===== src/pkg/sasc_cfg.svh =====
// Purpose: Offsets, field positions, reset values and timing counts of the converter control
// Assumes: APB byte addresses, one 32-bit word per register
// Notes: Functional notes below
// Functional notes
// Converter runs only while module_on is set; clearing it discards buffered results.
// With idle_stop set, converter halts while the device is idle.
// output_format packs the 10-bit result four ways into 16 bits.
// trigger_source picks internal counter, charge-time, timer5, timer3 or external edge.
// Source 000: software clearing sample_enable ends sampling and starts conversion.
// auto_sample set: hardware sets sample_enable after each conversion completes.
// auto_sample clear: sampling starts only when software writes sample_enable one.
// sample_enable reads one while acquiring, zero while holding; hardware also drives it.
// Read-only done bit set by hardware on completion, cleared by hardware otherwise.
// reference_select picks references; any 1xx behaves as supply and ground.
// scan_enable steps mux A through scan-selected channels, else fixed mux A select.
// fill_half_status shows which half is being filled in split mode.
// interrupt_rate plus one sequences complete before an interrupt is raised.
// buffer_split makes two alternating 8-word halves, else one 16-word buffer.
// alternate_sampling: first sample mux A, then alternate mux B and mux A.
// clock_source_select picks internal RC clock or system-derived conversion clock.
// auto_sample_time gives sampling of N conversion clock periods, zero allowed.
// Conversion clock period is divider plus one cycles; 64 and above reserved.
// Software configures everything first and sets module_on last.
// Software clears the interrupt flag before choosing interrupt priority.
// Positive select codes: 0-15 analog inputs, 16 half band gap, 17 band gap.
// A scan_channel_select bit set includes that channel in the scan.
// Each result goes to the next slot; pointer rewinds when an interrupt is raised.
`ifndef SASC_CFG_SVH
`define SASC_CFG_SVH
`define SASC_OFF_CON1 12'h000
`define SASC_OFF_CON2 12'h004
`define SASC_OFF_CON3 12'h008
`define SASC_OFF_CHS 12'h00C
`define SASC_OFF_SCAN_CHANNEL_SELECT 12'h010
`define SASC_OFF_BUF 12'h040
`define SASC_CON1_ON 15
`define SASC_CON1_SIDL 13
`define SASC_CON1_AUTO_SAMPLE 2
`define SASC_CON1_SAMPLE_ENABLE 1
`define SASC_CON1_DONE 0
`define SASC_CON1_WMASK 16'hA3E6
`define SASC_CON2_WMASK 16'hE43F
`define SASC_CON3_WMASK 16'h9FFF
`define SASC_CHS_WMASK 16'h9F9F
`define SASC_RESET_VAL 16'h0000
`define SASC_CONV_TADS 12
`define SASC_CONVERSION_CLOCK_DIVIDER_MAX 8'h3F
`define SASC_RC_DIV 8'h03
`define SASC_CH_HALF_BG 5'h10
`define SASC_CH_BG 5'h11
`endif


===== src/pkg/sasc_pkg.sv =====
// Purpose: Types of the converter control
// Assumes: Constants live in sasc_cfg.svh
// Notes: None
package sasc_pkg;
   typedef enum logic [1:0] {
      SASC_OFF = 2'b00,
      SASC_SAMPLE = 2'b01,
      SASC_CONVERT = 2'b10,
      SASC_HOLD = 2'b11
   } sasc_state_e;
   typedef struct packed {
      logic [15:0] con1;
      logic [15:0] con2;
      logic [15:0] con3;
      logic [15:0] chs;
      logic [15:0] scan_channel_select;
      sasc_state_e st;
      logic [7:0] div_cnt;
      logic [4:0] tad_cnt;
      logic [3:0] seq_cnt;
      logic [3:0] wptr;
      logic alt_b;
      logic [3:0] scan_idx;
      logic [4:0] chan;
      logic [31:0] prdata;
      logic pready;
      logic pslverr;
      logic irq;
      logic start_conv;
   } sasc_state_s;
endpackage : sasc_pkg


===== src/core/sasc_top.sv =====
// Purpose: Sequencer and registers of a 10-bit SAR converter
// Assumes: Analog core converts in SASC_CONV_TADS periods and presents data on conv_done
// Notes: Single clock; conversion clock is an enable pulse
//
// The register offsets and register access over APB were left to the implementer.
`timescale 1ns/1ps
`include "sasc_cfg.svh"
module sasc_top #(
   parameter int CONV_TADS = `SASC_CONV_TADS
) (
   input wire logic pclk,
   input wire logic presetn,
   input wire logic psel,
   input wire logic penable,
   input wire logic pwrite,
   input wire logic [11:0] paddr,
   input wire logic [31:0] pwdata,
   output logic [31:0] prdata,
   output logic pready,
   output logic pslverr,
   input wire logic device_idle,
   input wire logic rc_tick,
   input wire logic charge_time_measurement_event,
   input wire logic timer5_match,
   input wire logic timer3_match,
   input wire logic ext_external_interrupt_zero_edge,
   input wire logic conv_done,
   input wire logic [9:0] conv_data,
   output logic sample_on,
   output logic convert_start,
   output logic [4:0] channel_sel,
   output logic [2:0] ref_sel,
   output logic converter_interrupt_flag
);
   import sasc_pkg::*;
   sasc_state_s q, d;
   logic [15:0] buf_mem [16];
   logic wr_en;
   logic [3:0] wr_idx;
   logic [15:0] wr_val;

   function automatic logic [15:0] fmt(input logic [1:0] f, input logic [9:0] v);
      logic [15:0] r;
      r = 16'h0000;
      unique case (f)
         2'b11: r = {~v[9], v[8:0], 6'h00};
         2'b10: r = {v, 6'h00};
         2'b01: r = {{6{~v[9]}}, ~v[9], v[8:0]};
         2'b00: r = {6'h00, v};
      endcase
      return r;
   endfunction : fmt

   function automatic logic [3:0] next_scan(input logic [15:0] m, input logic [3:0] cur);
      logic [3:0] n;
      logic found;
      n = cur;
      found = 1'b0;
      for (int i = 1; i <= 16; i++) begin
         if (!found && m[4'(cur + 4'(i))]) begin
            n = 4'(cur + 4'(i));
            found = 1'b1;
         end
      end
      return n;
   endfunction : next_scan

   logic run, tad_tick, trig, sw_clear_sample_enable, sw_set_sample_enable, wr_acc, rd_acc;
   logic [7:0] div_lim;

   always_comb begin
      wr_acc = psel && penable && pwrite && q.pready;
      rd_acc = psel && !penable;
      run = q.con1[`SASC_CON1_ON] && !(q.con1[`SASC_CON1_SIDL] && device_idle);
      div_lim = (q.con3[7:0] > `SASC_CONVERSION_CLOCK_DIVIDER_MAX) ? `SASC_CONVERSION_CLOCK_DIVIDER_MAX : q.con3[7:0];
      if (q.con3[15]) begin
         div_lim = `SASC_RC_DIV;
      end
      tad_tick = q.con3[15] ? rc_tick : (q.div_cnt >= div_lim);
      unique case (q.con1[7:5])
         3'b111: trig = q.tad_cnt >= q.con3[12:8];
         3'b110: trig = charge_time_measurement_event;
         3'b100: trig = timer5_match;
         3'b010: trig = timer3_match;
         3'b001: trig = ext_external_interrupt_zero_edge;
         default: trig = 1'b0;
      endcase
      sw_clear_sample_enable = wr_acc && paddr == `SASC_OFF_CON1 && !pwdata[`SASC_CON1_SAMPLE_ENABLE];
      sw_set_sample_enable = wr_acc && paddr == `SASC_OFF_CON1 && pwdata[`SASC_CON1_SAMPLE_ENABLE];
   end

   always_comb begin
      d = q;
      d.pready = 1'b0;
      d.pslverr = 1'b0;
      d.irq = 1'b0;
      d.start_conv = 1'b0;
      wr_en = 1'b0;
      wr_idx = 4'h0;
      wr_val = 16'h0000;
      if (rd_acc) begin
         d.pready = 1'b1;
         d.prdata = 32'h0000_0000;
         unique case (paddr)
            `SASC_OFF_CON1: d.prdata[15:0] = q.con1;
            `SASC_OFF_CON2: d.prdata[15:0] = q.con2;
            `SASC_OFF_CON3: d.prdata[15:0] = q.con3;
            `SASC_OFF_CHS: d.prdata[15:0] = q.chs;
            `SASC_OFF_SCAN_CHANNEL_SELECT: d.prdata[15:0] = q.scan_channel_select;
            default: begin
               if (paddr[11:6] == 6'h01 && paddr[1:0] == 2'b00) begin
                  d.prdata[15:0] = buf_mem[paddr[5:2]];
               end else begin
                  d.pslverr = !pwrite;
               end
            end
         endcase
         if (pwrite) begin
            d.prdata = 32'h0000_0000;
            d.pslverr = !(paddr == `SASC_OFF_CON1 || paddr == `SASC_OFF_CON2 ||
               paddr == `SASC_OFF_CON3 || paddr == `SASC_OFF_CHS || paddr == `SASC_OFF_SCAN_CHANNEL_SELECT);
         end
      end
      if (wr_acc) begin
         unique case (paddr)
            `SASC_OFF_CON1: d.con1 = (pwdata[15:0] & `SASC_CON1_WMASK) |
               (q.con1 & ~`SASC_CON1_WMASK);
            `SASC_OFF_CON2: d.con2 = (pwdata[15:0] & `SASC_CON2_WMASK) |
               (q.con2 & ~`SASC_CON2_WMASK);
            `SASC_OFF_CON3: d.con3 = pwdata[15:0] & `SASC_CON3_WMASK;
            `SASC_OFF_CHS: d.chs = pwdata[15:0] & `SASC_CHS_WMASK;
            `SASC_OFF_SCAN_CHANNEL_SELECT: d.scan_channel_select = pwdata[15:0];
            default: d.scan_channel_select = q.scan_channel_select;
         endcase
      end
      d.div_cnt = (tad_tick || q.con3[15] || !run) ? 8'h00 : 8'(q.div_cnt + 8'h01);
      d.con1[`SASC_CON1_DONE] = 1'b0;
      unique case (q.st)
         SASC_OFF: begin
            d.tad_cnt = 5'h00;
            d.alt_b = 1'b0;
            if (run) begin
               d.st = SASC_HOLD;
               d.chan = q.chs[4:0];
            end
         end
         SASC_HOLD: begin
            d.con1[`SASC_CON1_SAMPLE_ENABLE] = 1'b0;
            if (sw_set_sample_enable || q.con1[`SASC_CON1_AUTO_SAMPLE]) begin
               d.st = SASC_SAMPLE;
               d.tad_cnt = 5'h00;
               d.con1[`SASC_CON1_SAMPLE_ENABLE] = 1'b1;
            end
         end
         SASC_SAMPLE: begin
            if (tad_tick && q.tad_cnt != 5'h1F) begin
               d.tad_cnt = 5'(q.tad_cnt + 5'h01);
            end
            if ((q.con1[7:5] == 3'b000 && sw_clear_sample_enable) || trig) begin
               d.st = SASC_CONVERT;
               d.start_conv = 1'b1;
               d.con1[`SASC_CON1_SAMPLE_ENABLE] = 1'b0;
            end else begin
               d.con1[`SASC_CON1_SAMPLE_ENABLE] = 1'b1;
            end
         end
         SASC_CONVERT: begin
            d.con1[`SASC_CON1_SAMPLE_ENABLE] = 1'b0;
            if (conv_done) begin
               wr_en = 1'b1;
               wr_val = fmt(q.con1[9:8], conv_data);
               wr_idx = q.con2[1] ? {q.con2[7], q.wptr[2:0]} : q.wptr;
               d.con1[`SASC_CON1_DONE] = 1'b1;
               d.wptr = 4'(q.wptr + 4'h1);
               d.seq_cnt = 4'(q.seq_cnt + 4'h1);
               if (q.seq_cnt == q.con2[5:2]) begin
                  d.seq_cnt = 4'h0;
                  d.wptr = 4'h0;
                  d.irq = 1'b1;
                  if (q.con2[1]) begin
                     d.con2[7] = ~q.con2[7];
                  end
               end
               d.alt_b = q.con2[0] ? ~q.alt_b : 1'b0;
               if (q.con2[10]) begin
                  d.scan_idx = next_scan(q.scan_channel_select, q.scan_idx);
               end
               d.st = SASC_HOLD;
               d.tad_cnt = 5'h00;
               if (q.con1[`SASC_CON1_AUTO_SAMPLE]) begin
                  d.st = SASC_SAMPLE;
                  d.con1[`SASC_CON1_SAMPLE_ENABLE] = 1'b1;
               end
            end
         end
      endcase
      if (q.con2[0] && q.alt_b) begin
         d.chan = q.chs[12:8];
      end else if (q.con2[10]) begin
         d.chan = {1'b0, q.scan_idx};
      end else begin
         d.chan = q.chs[4:0];
      end
      if (!run) begin
         d.st = SASC_OFF;
         d.con1[`SASC_CON1_SAMPLE_ENABLE] = 1'b0;
         d.start_conv = 1'b0;
         d.seq_cnt = 4'h0;
         d.wptr = 4'h0;
         d.scan_idx = next_scan(q.scan_channel_select, 4'hF);
         d.con2[7] = 1'b0;
      end
   end

   always_ff @(posedge pclk or negedge presetn) begin
      if (!presetn) begin
         q <= '0;
      end else begin
         q <= d;
      end
   end

   always_ff @(posedge pclk) begin
      if (!q.con1[`SASC_CON1_ON]) begin
         for (int i = 0; i < 16; i++) begin
            buf_mem[i] <= 16'h0000;
         end
      end else if (wr_en) begin
         buf_mem[wr_idx] <= wr_val;
      end
   end

   assign prdata = q.prdata;
   assign pready = q.pready;
   assign pslverr = q.pslverr;
   assign sample_on = q.con1[`SASC_CON1_SAMPLE_ENABLE];
   assign convert_start = q.start_conv;
   assign channel_sel = q.chan;
   assign ref_sel = q.con2[15] ? 3'b000 : q.con2[15:13];
   assign converter_interrupt_flag = q.irq;

   AST_SAMPLE_ENABLE_ON_AUTO_SAMPLE: assert property (@(posedge pclk) disable iff (!presetn)
      (q.st == SASC_CONVERT && conv_done && q.con1[`SASC_CON1_AUTO_SAMPLE] && run)
      |=> sample_on) else $error("auto sample did not restart");
   AST_START_ON_CLEAR: assert property (@(posedge pclk) disable iff (!presetn)
      (q.st == SASC_SAMPLE && q.con1[7:5] == 3'b000 && sw_clear_sample_enable && run)
      |=> convert_start && !sample_on) else $error("clear did not start conversion");
   AST_OFF_IDLE: assert property (@(posedge pclk) disable iff (!presetn)
      (q.con1[`SASC_CON1_ON] && q.con1[`SASC_CON1_SIDL] && device_idle)
      |=> q.st == SASC_OFF) else $error("idle stop ignored");
   AST_DONE_PULSE: assert property (@(posedge pclk) disable iff (!presetn)
      q.con1[`SASC_CON1_DONE] |-> $past(conv_done) && $past(q.st) == SASC_CONVERT)
      else $error("done without conversion");
   AST_IRQ_RATE: assert property (@(posedge pclk) disable iff (!presetn)
      converter_interrupt_flag |-> q.seq_cnt == 4'h0 && q.wptr == 4'h0)
      else $error("interrupt without rewind");
   AST_REF_HIGH: assert property (@(posedge pclk) disable iff (!presetn)
      q.con2[15] |-> ref_sel == 3'b000) else $error("reference 1xx not default");
   AST_NO_SAMPLE_ENABLE_HOLD: assert property (@(posedge pclk) disable iff (!presetn)
      (q.st == SASC_HOLD && !q.con1[`SASC_CON1_AUTO_SAMPLE] && !sw_set_sample_enable) |=> !sample_on)
      else $error("sampling started without request");
   AST_SPLIT_TOGGLE: assert property (@(posedge pclk) disable iff (!presetn)
      (converter_interrupt_flag && q.con2[1] && run) |-> q.con2[7] != $past(q.con2[7]))
      else $error("fill half did not swap");

   AST_OFF_NO_SAMPLE_ENABLE: assert property (@(posedge pclk) disable iff (!presetn)
      !q.con1[`SASC_CON1_ON] |=> !sample_on) else $error("sampling while off");

   AST_OFF_NO_START: assert property (@(posedge pclk) disable iff (!presetn)
      !q.con1[`SASC_CON1_ON] |=> !convert_start) else $error("start while off");

   AST_OFF_PTR: assert property (@(posedge pclk) disable iff (!presetn)
      !q.con1[`SASC_CON1_ON] |=> q.wptr == 4'h0 && q.seq_cnt == 4'h0)
      else $error("pointers kept while off");

   AST_IDLE_NO_START: assert property (@(posedge pclk) disable iff (!presetn)
      (q.con1[`SASC_CON1_SIDL] && device_idle) |=> !convert_start)
      else $error("start during idle stop");

   AST_FMT_INT: assert property (@(posedge pclk) disable iff (!presetn)
      (wr_en && q.con1[9:8] == 2'b00) |-> wr_val[15:10] == 6'h00)
      else $error("integer format not zero extended");

   AST_FMT_FRAC: assert property (@(posedge pclk) disable iff (!presetn)
      (wr_en && q.con1[9]) |-> wr_val[5:0] == 6'h00)
      else $error("fractional format not left justified");

   AST_FMT_SIGN: assert property (@(posedge pclk) disable iff (!presetn)
      (wr_en && q.con1[9:8] == 2'b01) |-> wr_val[15:10] == {6{wr_val[9]}})
      else $error("signed format not sign extended");

   AST_RESERVED_SRC: assert property (@(posedge pclk) disable iff (!presetn)
      (q.st == SASC_SAMPLE && (q.con1[7:5] == 3'b101 || q.con1[7:5] == 3'b011))
      |=> !convert_start) else $error("reserved source started conversion");

   AST_START_ONE: assert property (@(posedge pclk) disable iff (!presetn)
      convert_start |=> !convert_start) else $error("start longer than one cycle");

   AST_START_FROM_SAMPLE: assert property (@(posedge pclk) disable iff (!presetn)
      convert_start |-> $past(q.st) == SASC_SAMPLE) else $error("start outside sampling");

   AST_CONVERT_NO_SAMPLE_ENABLE: assert property (@(posedge pclk) disable iff (!presetn)
      q.st == SASC_CONVERT |-> !sample_on) else $error("sampling during conversion");

   AST_SAMPLE_ON: assert property (@(posedge pclk) disable iff (!presetn)
      q.st == SASC_SAMPLE |-> sample_on) else $error("sample bit low while sampling");

   AST_DONE_ONE: assert property (@(posedge pclk) disable iff (!presetn)
      q.con1[`SASC_CON1_DONE] |=> !q.con1[`SASC_CON1_DONE])
      else $error("done bit not cleared");

   AST_DONE_WRITE: assert property (@(posedge pclk) disable iff (!presetn)
      wr_en |=> q.con1[`SASC_CON1_DONE]) else $error("done bit not set");

   AST_REF_LOW: assert property (@(posedge pclk) disable iff (!presetn)
      !q.con2[15] |-> ref_sel == q.con2[15:13]) else $error("reference not passed");

   AST_SCAN_RANGE: assert property (@(posedge pclk) disable iff (!presetn)
      (q.con2[10] && !q.con2[0]) |=> !channel_sel[4]) else $error("scan left inputs");

   AST_MUX_A_FIXED: assert property (@(posedge pclk) disable iff (!presetn)
      (!q.con2[10] && !q.con2[0]) |=> channel_sel == $past(q.chs[4:0]))
      else $error("fixed mux A not used");

   AST_FILL_OFF: assert property (@(posedge pclk) disable iff (!presetn)
      !q.con1[`SASC_CON1_ON] |=> !q.con2[7]) else $error("fill half kept while off");

   AST_IRQ_ONE: assert property (@(posedge pclk) disable iff (!presetn)
      converter_interrupt_flag |=> !converter_interrupt_flag)
      else $error("interrupt longer than one cycle");

   AST_IRQ_FROM_DONE: assert property (@(posedge pclk) disable iff (!presetn)
      converter_interrupt_flag |-> q.con1[`SASC_CON1_DONE])
      else $error("interrupt without completion");

   AST_SPLIT_IDX: assert property (@(posedge pclk) disable iff (!presetn)
      (wr_en && q.con2[1]) |-> wr_idx[3] == q.con2[7]) else $error("wrong buffer half");

   AST_ALT_FIRST: assert property (@(posedge pclk) disable iff (!presetn)
      q.st == SASC_OFF |=> !q.alt_b) else $error("alternate not restarted on mux A");

   AST_RC_NO_DIV: assert property (@(posedge pclk) disable iff (!presetn)
      q.con3[15] |=> q.div_cnt == 8'h00) else $error("divider runs on RC clock");

   AST_AUTO_SAMPLE_TIME_WAIT: assert property (@(posedge pclk) disable iff (!presetn)
      (q.st == SASC_SAMPLE && q.con1[7:5] == 3'b111 && q.tad_cnt < q.con3[12:8])
      |=> !convert_start) else $error("sampling cut short");

   AST_DIV_RANGE: assert property (@(posedge pclk) disable iff (!presetn)
      q.div_cnt <= `SASC_CONVERSION_CLOCK_DIVIDER_MAX) else $error("divider beyond limit");

   AST_WRITE_ON_DONE: assert property (@(posedge pclk) disable iff (!presetn)
      wr_en |-> q.st == SASC_CONVERT && conv_done) else $error("stray buffer write");

endmodule : sasc_top


===== config.mk =====
export PLATFORM = sky130hd
export DESIGN_NAME = sasc_top
export DESIGN_NICKNAME = d
export VERILOG_FILES = /design/src/pkg/sasc_pkg.sv /design/src/core/sasc_top.sv
export VERILOG_INCLUDE_DIRS = /design/src /design/src/pkg
export SDC_FILE = /design/constraint.sdc
export NUM_CORES = 1
export LEC_CHECK = 0
export ABC_AREA = 1
export BUFFER_PORTS_ARGS = -buffer_cell sky130_fd_sc_hd__buf_4
export CORE_MARGIN = 10
export CORE_UTILIZATION = 45
export CTS_CLUSTER_SIZE = 8
export DETAILED_ROUTE_END_ITERATION = 7
export GPL_TIMING_DRIVEN = 0
export SLEW_MARGIN = 5
export SYNTH_ARGS = -nofsm -noshare
export SYNTH_HDL_FRONTEND = slang
export SYNTH_SLANG_ARGS = --single-unit

===== constraint.sdc =====
create_clock -name pclk -period 6.7 [get_ports pclk]
set_input_delay 0.67 -clock pclk [delete_from_list [all_inputs] [get_ports pclk]]
set_output_delay 0.67 -clock pclk [all_outputs]
set_load 0.005 [all_outputs]

==> run summary, run 1 <==
status = finished, violations left
first-pass GRT wire length = 91.80 mm
Min Hold Slack = -0.008394 ns
Data required, critical path = 7.15 ns
Comb pwr share = 11.4%
total track usage = 23.66%
DRT Pass-1 Iters = 5
Tot Pwr = 5.526 mW
clock latency on the worst-skew pair = 0.59 ns
Final setup violation count = 0
initial antenna violation count = 1
CP Capture Type = flop
vias = 15.78k
final setup TNS = 0 ns
fin crit share = 56.63%
Area growth syn-to-layout = 14.47%
worst-margin pin slew = 1.031 ns
top_reg_cell synth = edfxtp_1
Max Freq = 0.2635 GHz
Hold Buf Count CTS = 0
DRC = 0
grt ovf = 0
Routed WL per cell = 21.99 µm
gate count of the mapped netlist = 2065
Syn Area/Cell = 9.140 µm²
max-slew violations = 0
Internal = 4.079 mW
Reg-to-Reg End = q[44]
Clock transition at path regs = 0.05 ns
Hold/Removal Path Class = primary input to asynchronous set/reset pin
failing checks = hold timing
pwr dens = 255.8 nW/µm²
maximum vdd drop = 189.3 µV
starting density of the core = 45.91%
CTS tree = done
GPL Wtd Cong = 0.9581
Final min period = 3.794 ns
number of synthesized flops with an enable pin = 256
nature of the critical path startpoint = flop
Psw = 1.448 mW
r2r worst-path depth = 21
Max Cap Viol = 0
H-tree Lvls = 2
most common cell after layout, fill and taps aside = nand2_1
register area share after synthesis = 56.11%
dpl ws = 2.825 ns
utilization after layout = 52.55%
FF-to-FF setup slack = 2.91 ns
vias in the first global route = 15.44k
row cnt = 74
sequential share of power = 45.6%
vias per inst = 5.727
Num CTS Buffers = 52
post-DP HPWL = 44.07 mm
Resize count post-CTS = 0
post-layout instance area = 21600 µm²
Die Span Y = 224.8 µm
Mapped Area = 18870 µm²
Clock Power Share = 42.9%
yosys synthesis warning count = 0
# fillers = 3826
Hold Violations, Final = 2
relative slew slack = 30.66%
Sink Count = 372
total die area = 50530 µm²
largest net degree at the start of global routing = 75
Root Driver = clkbuf_16
antenna viol nets, final = 0
Cell Area, Placed = 20200 µm²
fin cells = 2755
switch share = 26.20%
Port Buffer Count = 75
# IOs = 111
ys async rst share = 31.18%
Setup WS post-layout = 2.906 ns
fraction of layout cells with a size suffix above 1 = 9.991%
leakage = 8.075 nW
RSZ-0062 raised after global routing = false
Clock Skew = 0.02750 ns
most frequent cells in the layout = nand2_1 (426), nor2_1 (330), edfxtp_1 (256)
crit path max fanout = 13
Crit path arrival time = 4.25 ns
#FFs+latches synth = 372
setup bufs post-CTS = 0
Core ar. = 41110 µm²
placed cells = 2690
DR iter-0 viols = 1774
nets@finish = 2308
CTS max path bufs = 3
Synth cell types = 56
CP Class = flop to flop
DRT Wirelength = 60.58 mm
Die X = 224.8 µm
Critical R2R Launch = q[42]
==> cell usage after synthesis (4+ instances only) <==
cell type    n  area, µm²
a221oi_1     8      70.07
nor2_2       5      31.28
a2111oi_0    4      35.03
nor4_1       4      25.02
o21ai_0    108      540.5
buf_4       40      300.3
buf_1        6      22.52
nand3_2      4      40.04
buf_2        9      45.04
nand3_1    149      745.7
o22ai_1     11      68.82
nor2_1     330       1239
xor2_1      14      122.6
nor2_4       4      45.04
o21ai_1      9      45.04
a22oi_1    110      825.8
o211ai_1    17      127.6
nand2_1    426       1599
a211oi_1     5      37.54
clkbuf_1    82      307.8
nand4_1     24      150.1
nor3_1      17      85.08
ha_1        30      375.4
a21oi_1     46      230.2
inv_1      158      593.1
inv_2        6      22.52
dfrtp_1    116       2903
nand2_2      7      43.79
o31ai_1     16      120.1
edfxtp_1   256       7687
==> area by class of cell <==
cell class | count | area [µm²] | share of cell area (%)
buffer | 138 | 686.9 | 3.179
inverter | 167 | 629.4 | 2.913
clock buffer | 60 | 1331 | 6.162
antenna | 1 | 2.502 | 0.01158
tap | 532 | 665.6 | 3.081
clock inverter | 4 | 73.82 | 0.3417
sequential | 372 | 10590 | 49.02
timing repair buffer | 76 | 594.3 | 2.751
multi-input combinational | 1405 | 7030 | 32.54
==> sequential cells by signal (all words and copies together) (netlist names) <==
name and count:
buf_mem 256, channel_sel 5, convert_start 1, converter_interrupt_flag 1, prdata 16, pready 1
pslverr 1, q 90, sample_on 1
==> kinds of logic (layout without fill, tap and decap cells) <==
logic type      count (synthesis)  count (layout)  share of synthesized area [%]
fa+ha+maj                      30              30                          1.989
simple gates                  986             986                          22.06
xor+xnor                       18              18                         0.8752
compound gates                352             352                          11.95
flops                         372             372                          56.11
buf+inv                       305             445                          6.974
other cells                     2              20                        0.03979
==> power by group through the flow <==
stage / combinational, mW / clock, mW / sequential (mW)
after detailed placement: 0.630 / 0 / 2.57
after global routing: 0.706 / 2.48 / 2.53
final: 0.632 / 2.37 / 2.52
after global placement: 0.615 / 0 / 2.56
after floorplan: 0.401 / 0 / 2.56
after CTS: 0.632 / 2.38 / 2.52
==> per-layer routing <==
metal | GRT usage (%) | up-vias | wire length (µm) | share of wire (%)
li1 | - | 7313 | - | -
met2 | 38.96 | 609 | 28770 | 47
met1 | 30.81 | 7735 | 25380 | 42
met4 | 9.169 | 0 | 2175 | 3.6
met3 | 3.800 | 120 | 4250 | 7.0
met5 | 0 | - | 0 | 0
==> how the worst max path moves through the flow <==
stage | slack, ns | to | startpoint | cells after the start
after floorplan | 3.68 | q[44] | q[42] | 21
after global placement | 2.88 | q[57] | paddr[9] | 15
after detailed placement | 2.82 | q[57] | paddr[9] | 15
after CTS | 2.95 | q[44] | q[42] | 21
after global routing | 2.51 | q[44] | q[42] | 25
final | 2.91 | q[44] | q[42] | 21
==> worst max-delay path: stages (launching register included) <==
cell	delay (ns)
dfrtp_1	0.46
inv_1	0.12
buf_2	0.32
ha_1	0.31
inv_1	0.07
buf_2	0.24
nand3_1	0.14
nand3_1	0.15
nand3_1	0.10
nand2_2	0.17
nand3_4	0.12
nor2_4	0.14
nand4_4	0.12
nor2_4	0.18
nand4_1	0.25
or2_2	0.37
nand2_1	0.09
nand2_1	0.06
nand2_1	0.06
nand2_1	0.05
nand2_1	0.08
a21oi_2	0.06
No activity file was read; power rests on OpenSTA's default activity.
==> run 2, diff against run 1 <==
- clock period: 6.7 -> 3.4 ns (I/O delays scaled with it)
==> run 2 against run 1 <==
Against the previous run:
- the flow now finishes without violations
- clock skew shrank 0.0038 ns
- combinational power grew 110%
- power grew 98%
- largest cell class unchanged
- count of clock-buffer cells in the layout is the same
- sequential share of layout area shrank 0.93 points
- worst hold slack gained 0.035 ns
- routed wire length grew 0.85%
- setup slack lost 2.7 ns
- critical endpoint unchanged
- cell count grew 0.76%
==> run summary, run 2 (same netlist as run 1, synthesis figures left out) <==
DRT Pass-1 Iters = 5 (unchanged)
CTS max path bufs = 3 (unchanged)
Sink Count = 372 (unchanged)
maximum vdd drop = 375.6 µV (+98%)
antenna viol nets, final = 0 (unchanged)
clock latency on the worst-skew pair = 0.59 ns (about the same)
CP Cell Sequence = buf_6 > inv_4 > ha_4 > inv_1 > nand3_1 > nand3_1 > nand2_2 > nand3_4 > nor2_4 > nand4_4 > nor2_4 > nand3_1 > nor2_2 > nand2_2 > nor2_4 > nand3_1 > nand2_2 > nand2_2 > o21a_1 > a21oi_2
Min Hold Slack = 0.02669 ns (+0.03509 ns)
nature of the critical path startpoint = flop
CTS tree = done
Routed WL per cell = 22.01 µm (about the same)
grt ovf = 0 (unchanged)
relative slew slack = 32.83% (+2.2 points)
largest net degree at the start of global routing = 75 (unchanged)
DRT Wirelength = 61.10 mm (+0.85%)
CP max stage cell = dfrtp_1
most frequent cells in the layout = nand2_1 (406), nor2_1 (330), edfxtp_1 (256)
GPL Wtd Cong = 0.9581 (unchanged)
fraction of layout cells with a size suffix above 1 = 12.88% (+2.9 points)
Critical Path Max Stage Delay = 0.39 ns (-0.07 ns)
WP depth = 20 (-4.8%)
vias in the first global route = 15.51k (+0.45%)
crit path max fanout = 12 (-1)
vias = 15.82k (+0.27%)
status = finished clean
CP Capture Type = flop
sequential cell area = 10590 µm² (about the same)
Root Driver = clkbuf_16
DR iter-0 viols = 1770 (-0.23%)
fin crit share = 95.27% (+39 points)
Biggest register = buf_mem
Die X = 224.8 µm (unchanged)
Largest register FFs = 256 (unchanged)
total track usage = 23.78% (+0.12 points)
CP Launch Point = q[43]
GR Util met2 = 39.17% (+0.21 points)
most common cell after layout, fill and taps aside = nand2_1
Setup WS post-layout = 0.1607 ns (-2.745 ns)
nets@finish = 2329 (+0.91%)
CP Class = flop to flop
Max Freq = 0.3087 GHz (+17%)
Clock Skew = 0.02368 ns (-0.003823 ns)
pwr dens = 496.7 nW/µm² (+94%)
multi-input logic area = 7244 µm² (+3.0%)
Data required, critical path = 3.89 ns (-3.26 ns)
post-layout instance area = 22030 µm² (+2.0%)
Max Cap Viol = 0 (unchanged)
dpl ws = -0.3392 ns (-3.164 ns)
max-slew violations = 0 (unchanged)
Critical R2R Launch = q[43]
Reg-to-Reg End = q[44]
Core ar. = 41110 µm² (unchanged)
GR Util met3 = 3.643% (-0.16 points)
Port Buffer Count = 75 (unchanged)
Clock transition at path regs = 0.05 ns (about the same)
Num CTS Buffers = 52 (unchanged)
Final min period = 3.239 ns (-0.5551 ns)
Area growth syn-to-layout = 16.71%
Hold Violations, Final = 0 (-2)
# fillers = 3787 (-1.0%)
row cnt = 74 (unchanged)
most used routing layer = met2
initial antenna violation count = 1 (unchanged)
vias per inst = 5.699 (-0.49%)
met1 usage = 31.02% (+0.21 points)
worst-margin pin slew = 0.9984 ns (-0.03213 ns)
Cell Area, Placed = 20200 µm² (unchanged)
post-DP HPWL = 44.07 mm (unchanged)
leakage = 8.243 nW (+2.1%)
Hold/Removal Path Class = primary input to flop
total die area = 50530 µm² (unchanged)
DRC = 0 (unchanged)
r2r worst-path depth = 20 (-4.8%)
# IOs = 111 (unchanged)
Die Span Y = 224.8 µm (unchanged)
starting density of the core = 45.91% (unchanged)
Crit path arrival time = 3.73 ns (-0.52 ns)
FF-to-FF setup slack = 0.16 ns (-2.74 ns)
Final setup violation count = 0 (unchanged)
first-pass GRT wire length = 92.35 mm (+0.59%)
Critical Path Sink = q[44]
CP top delay family = simple AND/OR/NAND/NOR gates
CP bufs+invs = 3 (-1)
H-tree Lvls = 2 (unchanged)
[run 2: worst min-delay path by stage]
stage / start / to / slack [ns] / cells past startpoint
floorplan: presetn / channel_sel[0] / 0.04 / 0
global placement: q[93] / q[93] / 0.47 / 2
detailed placement: presetn / q[63] / 0.30 / 1
CTS: pwdata[6] / q[139] / 0.006 / 3
global route: pwdata[5] / q[138] / 0.01 / 3
finish: pwdata[6] / q[139] / 0.03 / 3
[run 2: power breakdown]
group          leakage (nW)  switching (mW)  internal [mW]
Clock                 0.682            1.94           2.73
Sequential             3.38          0.0621           4.91
Combinational          4.19           0.865          0.437
Total                  8.24            2.87           8.07
[run 2: final cells by class]
type	count	area share, %
sequential	372	48.09
multi-input combinational	1405	32.89
clock buffer	60	6.044
timing repair buffer	97	3.482
buffer	138	3.261
tap	532	3.022
inverter	167	2.869
clock inverter	4	0.3352
antenna	1	0.01136
[run 2: repair_timing]
| item | CTS | global route |
|---|---|---|
| hold buffers | 6 | 0 |
| buffers inserted | 6 | 9 |
| hold endpoints to repair | 46 | 0 |
| pin swaps | 1 | 6 |
| resized for setup | 24 | 54 |
| setup endpoints to repair | 260 | 244 |
| gates cloned | 0 | 0 |
[run 2: worst reg2reg max path: stages, from the launching register on]
cell and delay, ns:
dfrtp_1 0.39, buf_6 0.19, inv_4 0.10, ha_4 0.34, inv_1 0.14, nand3_1 0.13
nand3_1 0.10, nand2_2 0.13, nand3_4 0.12, nor2_4 0.15, nand4_4 0.12, nor2_4 0.18
nand3_1 0.11, nor2_2 0.16, nand2_2 0.08, nor2_4 0.11, nand3_1 0.13, nand2_2 0.10
nand2_2 0.10, o21a_1 0.15, a21oi_2 0.13
[run 2: through the flow]
step | setup TNS [ns] | utilization (%) | cells | total power [mW]
after floorplan | 0 | - | 2082 | 5.829
after global placement | -31.15 | 49.05 | 2689 | 6.264
after detailed placement | -48.49 | 49.13 | 2690 | 6.298
after global routing | -0.06474 | 53.58 | 2776 | 11.31
final | 0 | 53.58 | 2776 | 10.94
after CTS | -0.3439 | 52.96 | 2766 | 10.94
[run 2: routing by layer]
metal | vias to the layer above | routed length (µm)
li1 | 7344 | -
met1 | 7704 | 25490
met2 | 642 | 29020
met3 | 130 | 4349
met4 | 0 | 2247
met5 | - | 0
